[config.mk]
export PLATFORM = sky130hd
export DESIGN_NAME = tdc_top
export DESIGN_NICKNAME = d
export VERILOG_FILES = /design/src/hdl/tdc_pkg.sv /design/src/hdl/tdc_top.sv /design/src/hdl/tdc_ref_sync.sv
export SDC_FILE = /design/constraint.sdc
export NUM_CORES = 1
export LEC_CHECK = 0
export ABC_AREA = 1
export CAP_MARGIN = 0
export CORE_ASPECT_RATIO = 0.7
export CORE_UTILIZATION = 45
export DETAILED_ROUTE_END_ITERATION = 7
export DONT_BUFFER_PORTS = 1
export GPL_ROUTABILITY_DRIVEN = 0
export GPL_TIMING_DRIVEN = 0
export HOLD_SLACK_MARGIN = 0.12
export SETUP_SLACK_MARGIN = 0.15
export SLEW_MARGIN = 20
export SYNTH_ARGS = -nofsm -noshare
export SYNTH_HDL_FRONTEND = slang
export SYNTH_SLANG_ARGS = --single-unit
[constraint.sdc]
create_clock -name i_clk -period 3.3 [get_ports i_clk]
set_input_delay 0.495 -clock i_clk [delete_from_list [all_inputs] [get_ports i_clk]]
set_output_delay 0.495 -clock i_clk [all_outputs]
set_load 0.01 [all_outputs]
[src/hdl/tdc_pkg.sv]
package tdc_pkg;

	// Register map, one byte register per address
	localparam logic [2:0] ADDR_CTRL = 3'h0;
	localparam logic [2:0] ADDR_FLAG = 3'h1;
	localparam logic [2:0] ADDR_MATCH = 3'h2;
	localparam logic [2:0] ADDR_COUNT = 3'h3;

	// counter_control fields
	localparam int CTRL_EN_BIT = 7;
	localparam int CTRL_CLKS_LSB = 5;
	localparam int CTRL_CLR_BIT = 4;
	localparam int CTRL_CLKEN_BIT = 3;
	localparam int CTRL_PS_LSB = 0;

	// flag_and_irq_control fields
	localparam int FLAG_QSEC_BIT = 7;
	localparam int FLAG_SEC_BIT = 6;
	localparam int FLAG_HIT_BIT = 5;
	localparam int FLAG_QSEC_IE_BIT = 4;
	localparam int FLAG_SEC_IE_BIT = 3;
	localparam int FLAG_HIT_IE_BIT = 2;
	localparam int FLAG_HIT_EN_BIT = 1;
	localparam int FLAG_WC_BIT = 0;

	// Reset values
	localparam logic [2:0] PS_RESET = 3'h1;
	localparam logic [1:0] CLKS_RESET = 2'h0;
	localparam logic [7:0] MATCH_RESET = 8'h00;
	localparam logic [7:0] COUNT_RESET = 8'h00;

	typedef enum logic [1:0] {
		TDC_SRC_EXT = 2'b00,
		TDC_SRC_LPO = 2'b01,
		TDC_SRC_IREF = 2'b10,
		TDC_SRC_EXT_ALT = 2'b11
	} tdc_src_t;

	// Reference frequencies and quarter-second division
	localparam int EXT_HZ = 32768;
	localparam int IREF_HZ = 38400;
	localparam int LPO_HZ = 1000;
	localparam int QSEC_PER_SEC = 4;
	localparam int DIV_W = 16;

	localparam logic [DIV_W-1:0] DIV_PS0 = DIV_W'(LPO_HZ / QSEC_PER_SEC);
	localparam logic [DIV_W-1:0] DIV_PS1 = DIV_W'(EXT_HZ / QSEC_PER_SEC);
	localparam logic [DIV_W-1:0] DIV_PS2 = 16'h1000;
	localparam logic [DIV_W-1:0] DIV_PS3 = DIV_W'(IREF_HZ / QSEC_PER_SEC);
	localparam logic [DIV_W-1:0] DIV_PS4 = 16'h01f4;
	localparam logic [DIV_W-1:0] DIV_PS5 = 16'h03e8;
	localparam logic [DIV_W-1:0] DIV_PS6 = 16'h07d0;
	localparam logic [DIV_W-1:0] DIV_PS7 = 16'h4000;

endpackage

[src/hdl/tdc_top.sv]
`timescale 1ns/100ps

module tdc_top (
	input wire logic i_clk,
	input wire logic i_reset,
	input wire logic [2:0] i_addr,
	input wire logic [7:0] i_wdata,
	input wire logic i_wr,
	input wire logic i_rd,
	input wire logic i_ext_osc,
	input wire logic i_internal_reference_clock,
	input wire logic i_low_power_osc_1khz,
	output logic [7:0] o_rdata,
	output logic o_irq,
	output logic o_counter_clock_output
);

	typedef struct packed {
		logic module_enable_bit;
		logic [1:0] clock_source_select;
		logic clock_output_enable;
		logic [2:0] prescaler_select;
		logic quarter_second_flag;
		logic one_second_flag;
		logic compare_hit_flag;
		logic quarter_second_irq_enable;
		logic one_second_irq_enable;
		logic compare_irq_enable;
		logic compare_function_enable;
		logic compare_write_complete;
		logic [7:0] compare_value;
		logic [7:0] count;
		logic [tdc_pkg::DIV_W-1:0] prescale;
		logic [7:0] rdata;
		logic irq;
		logic clk_out;
	} tdc_state_t;

	tdc_state_t s;
	tdc_state_t next_s;

	logic ref_raw;
	logic ref_level;
	logic ref_rise;
	logic tick;
	logic hit;
	logic [7:0] count_inc;
	logic [tdc_pkg::DIV_W-1:0] div;
	logic wr_ctrl;
	logic wr_flag;
	logic wr_match;
	logic set_qsec;
	logic set_sec;
	logic set_hit;

	function automatic logic [tdc_pkg::DIV_W-1:0] ps_divisor(
		input logic [2:0] ps
	);
		case (ps)
			3'h0: ps_divisor = tdc_pkg::DIV_PS0;
			3'h1: ps_divisor = tdc_pkg::DIV_PS1;
			3'h2: ps_divisor = tdc_pkg::DIV_PS2;
			3'h3: ps_divisor = tdc_pkg::DIV_PS3;
			3'h4: ps_divisor = tdc_pkg::DIV_PS4;
			3'h5: ps_divisor = tdc_pkg::DIV_PS5;
			3'h6: ps_divisor = tdc_pkg::DIV_PS6;
			default: ps_divisor = tdc_pkg::DIV_PS7;
		endcase
	endfunction

	function automatic logic [7:0] pack_ctrl(input tdc_state_t st);
		logic [7:0] v;
		v = 8'h00;
		v[tdc_pkg::CTRL_EN_BIT] = st.module_enable_bit;
		v[tdc_pkg::CTRL_CLKS_LSB +: 2] = st.clock_source_select;
		v[tdc_pkg::CTRL_CLKEN_BIT] = st.clock_output_enable;
		v[tdc_pkg::CTRL_PS_LSB +: 3] = st.prescaler_select;
		return v;
	endfunction

	function automatic logic [7:0] pack_flag(input tdc_state_t st);
		logic [7:0] v;
		v = 8'h00;
		v[tdc_pkg::FLAG_QSEC_BIT] = st.quarter_second_flag;
		v[tdc_pkg::FLAG_SEC_BIT] = st.one_second_flag;
		v[tdc_pkg::FLAG_HIT_BIT] = st.compare_hit_flag;
		v[tdc_pkg::FLAG_QSEC_IE_BIT] = st.quarter_second_irq_enable;
		v[tdc_pkg::FLAG_SEC_IE_BIT] = st.one_second_irq_enable;
		v[tdc_pkg::FLAG_HIT_IE_BIT] = st.compare_irq_enable;
		v[tdc_pkg::FLAG_HIT_EN_BIT] = st.compare_function_enable;
		v[tdc_pkg::FLAG_WC_BIT] = st.compare_write_complete;
		return v;
	endfunction

	// Selecting among asynchronous pins ahead of the synchroniser; a
	// source switch may cost or add one prescaler count, never a glitch
	// inside this clock domain.
	always_comb begin
		case (tdc_pkg::tdc_src_t'(s.clock_source_select))
			tdc_pkg::TDC_SRC_LPO: ref_raw = i_low_power_osc_1khz;
			tdc_pkg::TDC_SRC_IREF: ref_raw = i_internal_reference_clock;
			tdc_pkg::TDC_SRC_EXT: ref_raw = i_ext_osc;
			default: ref_raw = i_ext_osc;
		endcase
	end

	tdc_ref_sync u_ref_sync (
		.i_clk(i_clk),
		.i_reset(i_reset),
		.i_async(ref_raw),
		.o_level(ref_level),
		.o_rise(ref_rise)
	);

	assign div = ps_divisor(s.prescaler_select);
	assign wr_ctrl = i_wr && (i_addr == tdc_pkg::ADDR_CTRL);
	assign wr_flag = i_wr && (i_addr == tdc_pkg::ADDR_FLAG);
	assign wr_match = i_wr && (i_addr == tdc_pkg::ADDR_MATCH);
	assign tick = s.module_enable_bit && ref_rise &&
		(s.prescale >= div - 1'b1);
	assign count_inc = s.count + 8'h01;
	assign hit = tick && s.compare_function_enable &&
		(count_inc[7:2] == s.compare_value[5:0]);
	assign set_qsec = tick;
	assign set_sec = tick && (count_inc[1:0] == 2'h0);
	assign set_hit = hit;

	always_comb begin
		next_s = s;
		next_s.rdata = 8'h00;

		// Prescaler runs only while enabled
		if (s.module_enable_bit && ref_rise) begin
			if (tick) begin
				next_s.prescale = '0;
			end else begin
				next_s.prescale = s.prescale + 1'b1;
			end
		end

		if (tick) begin
			if (hit) begin
				next_s.count = {6'h00, count_inc[1:0]};
			end else begin
				next_s.count = count_inc;
			end
		end

		// Flags set regardless of interrupt enables; set beats clear
		next_s.quarter_second_flag = (s.quarter_second_flag &
			~(wr_flag & i_wdata[tdc_pkg::FLAG_QSEC_BIT])) | set_qsec;
		next_s.one_second_flag = (s.one_second_flag &
			~(wr_flag & i_wdata[tdc_pkg::FLAG_SEC_BIT])) | set_sec;
		next_s.compare_hit_flag = (s.compare_hit_flag &
			~(wr_flag & i_wdata[tdc_pkg::FLAG_HIT_BIT])) | set_hit;

		if (wr_ctrl) begin
			next_s.module_enable_bit = i_wdata[tdc_pkg::CTRL_EN_BIT];
			next_s.clock_source_select =
				i_wdata[tdc_pkg::CTRL_CLKS_LSB +: 2];
			next_s.clock_output_enable = i_wdata[tdc_pkg::CTRL_CLKEN_BIT];
			next_s.prescaler_select = i_wdata[tdc_pkg::CTRL_PS_LSB +: 3];
			// Clear bit is a strobe and reads back as zero
			if (i_wdata[tdc_pkg::CTRL_CLR_BIT]) begin
				next_s.count = tdc_pkg::COUNT_RESET;
				next_s.prescale = '0;
			end
		end

		if (wr_flag) begin
			next_s.quarter_second_irq_enable =
				i_wdata[tdc_pkg::FLAG_QSEC_IE_BIT];
			next_s.one_second_irq_enable = i_wdata[tdc_pkg::FLAG_SEC_IE_BIT];
			next_s.compare_irq_enable = i_wdata[tdc_pkg::FLAG_HIT_IE_BIT];
			next_s.compare_function_enable =
				i_wdata[tdc_pkg::FLAG_HIT_EN_BIT];
		end

		// Write-complete drops for one cycle while a new value lands
		next_s.compare_write_complete = ~wr_match;
		if (wr_match) begin
			next_s.compare_value = i_wdata;
		end

		if (i_rd) begin
			case (i_addr)
				tdc_pkg::ADDR_CTRL: next_s.rdata = pack_ctrl(s);
				tdc_pkg::ADDR_FLAG: next_s.rdata = pack_flag(s);
				tdc_pkg::ADDR_MATCH: next_s.rdata = s.compare_value;
				tdc_pkg::ADDR_COUNT: next_s.rdata = s.count;
				default: next_s.rdata = 8'h00;
			endcase
		end

		next_s.irq =
			(next_s.quarter_second_flag & next_s.quarter_second_irq_enable) |
			(next_s.one_second_flag & next_s.one_second_irq_enable) |
			(next_s.compare_hit_flag & next_s.compare_irq_enable);

		next_s.clk_out = s.clock_output_enable & ref_level;
	end

	always_ff @(posedge i_clk) begin
		if (i_reset) begin
			s <= '0;
			s.clock_source_select <= tdc_pkg::CLKS_RESET;
			s.prescaler_select <= tdc_pkg::PS_RESET;
			s.compare_value <= tdc_pkg::MATCH_RESET;
			s.count <= tdc_pkg::COUNT_RESET;
			s.compare_write_complete <= 1'b1;
		end else begin
			s <= next_s;
		end
	end

	assign o_rdata = s.rdata;
	assign o_irq = s.irq;
	assign o_counter_clock_output = s.clk_out;
endmodule

[src/hdl/tdc_ref_sync.sv]
`timescale 1ns/100ps

module tdc_ref_sync (
	input wire logic i_clk,
	input wire logic i_reset,
	input wire logic i_async,
	output logic o_level,
	output logic o_rise
);

	typedef struct packed {
		logic [2:0] shift;
		logic level;
		logic rise;
	} tdc_sync_state_t;

	tdc_sync_state_t s;
	tdc_sync_state_t next_s;

	// The first stage only feeds the second; stages two and three filter
	always_comb begin
		next_s = s;
		next_s.shift = {s.shift[1:0], i_async};
		next_s.rise = 1'b0;
		if (s.shift[1] == s.shift[2]) begin
			next_s.level = s.shift[2];
			next_s.rise = s.shift[2] & ~s.level;
		end
	end

	always_ff @(posedge i_clk) begin
		if (i_reset) begin
			s <= '0;
		end else begin
			s <= next_s;
		end
	end

	assign o_level = s.level;
	assign o_rise = s.rise;

endmodule

Word-level counts from Yosys, hierarchy flattened
Cells that the tools add are included.
{"block": "totals", "regBits": 62, "in_bits": 18, "word_cells": 84}
{"block": "op_classes", "add_sub_neg": 3, "n_lt_le_gt_ge": 1, "eq_ne": 13, "n_mux": 10, "bitwise": 23, "reduce_logical": 13}
{"op": "$pmux 15 s7", "n": 1}
{"op": "$mux 24", "n": 2}
{"op": "$mux 16", "n": 2}
{"op": "$pmux 8 s4", "n": 1}
{"op": "$add 16x1->16 const B", "n": 1}
{"op": "$ge 16x16->1", "n": 1}
{"op": "$mux 8", "n": 2}
{"op": "$sub 16x1->16 const B", "n": 1}
{"op": "$eq 3x2->1 const B", "n": 4}
{"op": "$and 1x1->1", "n": 11}
{"op": "$eq 3x3->1 const B", "n": 3}
{"op": "$add 8x1->8 const B", "n": 1}
{"op": "$logic_and 1x1->1", "n": 8}
{"op": "$not 1->1", "n": 7}
{"op": "$eq 3x1->1 const B", "n": 2}
{"op": "$eq 6x6->1", "n": 1}
{"op": "$logic_not 3->1", "n": 2}
{"op": "$or 1x1->1", "n": 5}
{"op": "$mux 4", "n": 1}
{"op": "$reduce_or 2->1", "n": 2}
{"op": "$eq 2x1->1 const B", "n": 1}
{"op": "$eq 2x2->1 const B", "n": 1}
{"op": "$logic_not 2->1", "n": 1}
{"op": "$pmux 1 s2", "n": 1}
{"op": "$eq 1x1->1", "n": 1}

Logic depth before layout (Yosys ltp)
{"block": "depth", "word_depth": 11, "ltp_mapped": 21}

By module
From an unflattened synthesis, not the netlist that was laid out.
{"block": "unflattened", "hier_cells": 467, "area_unflattened_um2": 3415.8}
{"module": "tdc_top", "instances": 1, "cells_each": 450, "area_each_um2": 3261.9, "seq_area_each_um2": 1141.1}
{"module": "tdc_ref_sync", "instances": 1, "cells_each": 17, "area_each_um2": 153.9, "seq_area_each_um2": 100.1}

Worst setup path before layout
OpenSTA, ideal clock, no wires.
{"block": "synth_path", "kind": "register to register", "start": "register s[51] (netlist bit)", "end": "register s[14] (netlist bit)", "setup_ns": 0.086, "arrival_time_ns": 2.402, "required_time_ns": 3.214, "setup_slack_ns": 0.813, "path_stages_with_launch": 17, "cell_sequence": "dfxtp_1 nor2_1 inv_1 nor2_1 inv_1 ha_1 a21oi_1 o21ai_0 ha_1 a21oi_1 nand2_1 nor2_1 nand2_1 nand2_2 nand2_2 buf_6 a211oi_1"}
{"block": "synth_between", "elab_chain_cells": 9}
{"element": "from (decl)", "line": "tdc_top.sv:39", "text": "tdc_state_t s;"}
{"element": "from (signal assigned)", "line": "tdc_top.sv:212", "text": "s <= next_s;"}
{"element": "$eq 3x3->1 (tied with other cells)", "line": "tdc_top.sv:59", "text": "case (ps)"}
{"element": "$pmux 15 s7 (*)", "line": "tdc_top.sv:59"}
{"element": "$sub 16x1->16 (*)", "line": "tdc_top.sv:120", "text": "(s.prescale >= div - 1'b1);"}
{"element": "$ge 16x16->1 (*)", "line": "tdc_top.sv:120"}
{"element": "$logic_and 1x1->1 (*)", "line": "tdc_top.sv:119", "text": "assign tick = s.module_enable_bit && ref_rise &&"}
{"element": "$mux 16 (*)", "line": "tdc_top.sv:134", "text": "if (tick) begin"}
{"element": "$mux 16 (*)", "line": "tdc_top.sv:133", "text": "if (s.module_enable_bit && ref_rise) begin"}
{"element": "$mux 24", "line": "tdc_top.sv:164", "text": "if (i_wdata[tdc_pkg::CTRL_CLR_BIT]) begin"}
{"element": "$mux 24 (*)", "line": "tdc_top.sv:157", "text": "if (wr_ctrl) begin"}
Every way passes the cells marked *; elsewhere a longest branch is shown, timed or not.
A chain may end at the register's enable or synchronous reset.

Worst setup path in the final report
{"block": "layout_path", "start": "register s[50] (netlist bit)", "end": "register s[18] (netlist bit)"}
The elaborated chain is that of the path after synthesis.

==> impl_metrics.py <==
metrics = {
    "worst_setup_path": {
        "reg2reg_depth": 16,
        "worst-path-buf-inv": 3,
        "crit_required_ps": 3570,
        "cp_num_cells": 16,
        "cp_top_family": "simple AND/OR/NAND/NOR gates",
        "worstSetupPathType": "reg2reg",
        "cp_max_fo": 10,
        "crit_chain": "nor2_2 > inv_1 > nor2_2 > inv_1 > ha_1 > a21oi_1 > o21ai_0 > ha_1 > a21oi_1 > nand2_1 > nor2_2 > nand2_1 > nand2_4 > nand2_2 > buf_6 > nor3b_1",
        "r2r_end": "s[18]$_SDFF_PP0_",
        "slowest_delay_ps": 330,
        "rr_startpoint": "s[50]$_SDFFE_PP1P_",
        "rrSetupSlack_ps": 410,
        "cpMostUsedCell": "nor2_2",
        "start_kind": "flip-flop",
        "cp.arrival_ps": 3160,
        "slowest_stage": "dfxtp_1",
        "end_kind": "flip-flop",
    },
    "power": {
        "p_sw_share_pct": 24.6,
        "pwr-share-comb_pct": 5.9,
        "p_per_area_nw_per_um2": 438,
        "switching_power_w": 0.000396,
        "max-vdd-ir-drop_mv": 0.180,
        "leakage_nw": 1.65,
        "total_power_w": 0.00161,
        "p_int_w": 0.00122,
        "seqPwrFrac_pct": 47.5,
        "p_clk_share_pct": 46.6,
    },
    "clock_tree": {
        "cts_setup_buffers": 0,
        "clock_latency_ps": 340,
        "clock_path_buffers": 2,
        "cts_made_buffers": 9,
        "hold_buffers": 0,
        "clock-root-buffer": "clkbuf_8",
        "clk_pin_slew_ps": 80,
        "htreeDepth": 3,
        "ctsResizeCount": 0,
        "cts_tree": "yes",
        "cts_sinks": 62,
    },
    "global_route": {
        "grt_pass1_wl_mm": 13.3,
        "grt_pass1_vias": 2669,
        "antenna_found_initial": 0,
        "track_usage_pct": 22.5,
        "grt_max_degree": 13,
        "met2_usage_pct": 31.0,
        "met1_usage_pct": 33.6,
        "grt_overflow": 0,
        "use_met3_pct": 5.59,
        "top_usage_layer": "met1",
    },
    "detailed_routing": {
        "wirelength_mm": 8.02,
        "wl_per_cell_um": 14.0,
        "dr_total_vias": 2964,
        "antenna_left": 0,
        "first_pass_iters": 5,
        "drc": 0,
        "via_per_inst": 5.17,
        "drt_iter0_markers": 171,
    },
    "synth": {
        "async_reset_ff_share_pct": 0,
        "synth_nets": 500,
        "ys_ff_latch": 62,
        "seq_area_frac_synth_pct": 37.4,
        "synth_area_per_cell_um2": 7.16,
        "syn_inst": 463,
        "ys.warnings.count": 0,
        "synth_edf_count": 0,
        "synth.distinct_cells": 39,
        "synth-main-ff-cell": "dfxtp_1",
        "syn_area_um2": 3320,
    },
    "placed_design": {
        "port-buffer-count": 0,
        "hpwl_mm": 6.06,
    },
    "timing": {
        "slew_viol_final": 0,
        "relSlewSlack_pct": 30.4,
        "setup_viol": 0,
        "fmax_mhz": 346,
        "final.setup.tns_ps": 0,
        "whs_ps": 225,
        "fin_worst_skew_ps": 10.6,
        "hold_viol_final": 0,
        "fin_crit_ps": 2890,
        "period_share_pct": 87.6,
        "worst_slew_pin_slew_ps": 1040,
        "grt_setup_unrepaired": "no",
    },
    "floorplanning": {
        "pin_count": 28,
        "coreArea_um2": 6940,
        "die_width_um": 105,
        "die_area_um2": 7720,
        "die_h_um": 73.8,
        "initial_core_util_pct": 47.7,
        "num_rows": 25,
    },
    "worst_hold_path": {
        "min_from": "i_reset",
        "timing.hold.worst.class": "in2reg",
        "holdPathStages": 1,
        "holdPathEnd": "s[45]$_SDFF_PP0_",
    },
    "flow_run": {
        "maxCapViolations": 0,
    },
    "finish": {
        "fin_nets": 511,
        "areaGrowthSynthToFinish_pct": 10.9,
        "layout-drive-gt1-share_pct": 12.7,
        "fill_cells": 694,
        "num_antenna_cells": 0,
    },
    "status": {
        "outcome": "finished, final reports clean",
    },
}
[logic make-up (layout without fill, tap and decap cells)]
family | count (synthesis) | in the layout | synth area share, %
AO/OA/AOI/OAI | 83 | 83 | 14.6
other | 1 | 1 | 0.113
AND/OR/NAND/NOR | 217 | 217 | 29.5
flip-flops | 62 | 62 | 37.4
adder cells (fa/ha/maj) | 19 | 19 | 7.17
buffers and inverters | 76 | 92 | 9.89
XOR/XNOR | 5 | 5 | 1.32
[synth_stat cells, types with 2 or more instances]
cell	instances	area share [%]
xor2_1	2	0.53
clkbuf_1	3	0.34
a21oi_1	35	5.3
nor3_1	7	1.1
a211oi_1	3	0.68
nor3_2	2	0.60
nor2_1	47	5.3
inv_2	7	0.79
a21o_1	2	0.45
nor3b_1	3	0.68
nor2_4	3	1.0
o22ai_1	3	0.57
a221oi_1	7	1.8
xnor2_1	3	0.79
o21ai_0	24	3.6
dfxtp_1	62	37
nand3_1	32	4.8
ha_1	19	7.2
inv_1	55	6.2
nand2_2	8	1.5
nand2_1	102	12
a31oi_1	2	0.38
nand4_1	4	0.75
nor2_2	5	0.94
buf_4	9	2.0
[metrics by stage]
step	area, um^2	cells	utilization, %	setup slack, ps
2_1_floorplan	3320	463	-	813
3_3_place_gp	3430	557	49.4	332
3_5_place_dp	3430	557	49.4	260
4_1_cts	3650	573	52.6	206
5_1_grt	3680	573	53.0	150
6_report	3680	573	53.0	410
[layout by cell type, fill, tap and decap left out, drive strengths merged, types with 7 or more instances in the layout]
master  netlist  final
inv          62     63
nor3         10     10
a21oi        35     35
o21ai        26     26
nand3        33     33
buf          11     11
clkbuf        3     12
nor2         55     55
dfxtp        62     62
nand2       110    110
a221oi        7      7
ha           19     19
[worst reg2reg max path: stages, from the launching register on]
cell	delay [ps]
dfxtp_1	330
nor2_2	140
inv_1	110
nor2_2	150
inv_1	60
ha_1	280
a21oi_1	180
o21ai_0	120
ha_1	310
a21oi_1	160
nand2_1	80
nor2_2	150
nand2_1	120
nand2_4	140
nand2_2	140
buf_6	180
nor3b_1	170
[power groups by stage]
| stage | logic, W | registers, W | clock network (W) |
|---|---|---|---|
| floorplan | 0.0000718 | 0.000781 | 0 |
| finish | 0.0000954 | 0.000766 | 0.000751 |
| global route | 0.000109 | 0.000767 | 0.000805 |
| detailed placement | 0.0000938 | 0.000783 | 0 |
| CTS | 0.0000943 | 0.000765 | 0.000766 |
| global placement | 0.0000925 | 0.000782 | 0 |
[registers in the layout, summed over array words and instances (netlist names)]
register / flops
s: 47
o_rdata: 8
o_irq: 1
u_ref_sync.o_level: 1
o_counter_clock_output: 1
u_ref_sync.o_rise: 1
u_ref_sync.s: 1
u_ref_sync.next_s: 2
[layer usage]
metal	share of wire (%)	vias to the layer above	wire length, um
met5	0	-	0
met4	1.4	0	112
met3	6.4	13	512
met2	39	87	3120
met1	53	1331	4280
li1	-	1533	-
[how the worst max path moves through the flow]
stage,from,endpoint,slack (ps)
3_3_place_gp,s[50]$_SDFFE_PP1P_,s[14]$_SDFF_PP0_,330
3_5_place_dp,s[51]$_SDFFE_PP0P_,s[19]$_SDFF_PP0_,260
2_1_floorplan,s[51]$_SDFFE_PP0P_,s[14]$_SDFF_PP0_,810
4_1_cts,s[51]$_SDFFE_PP0P_,s[19]$_SDFF_PP0_,210
6_report,s[50]$_SDFFE_PP1P_,s[18]$_SDFF_PP0_,410
5_1_grt,s[51]$_SDFFE_PP0P_,s[23]$_SDFF_PP0_,150
[final cells by class]
type	count	area (um^2)	area share (%)
multi-input combinational	325	1770	48.1
sequential	62	1240	33.8
inverter	62	233	6.33
clock buffer	9	124	3.37
tap	94	118	3.20
clock inverter	7	97.6	2.65
buffer	14	95.1	2.59
No activity file was read; power rests on OpenSTA's default activity.
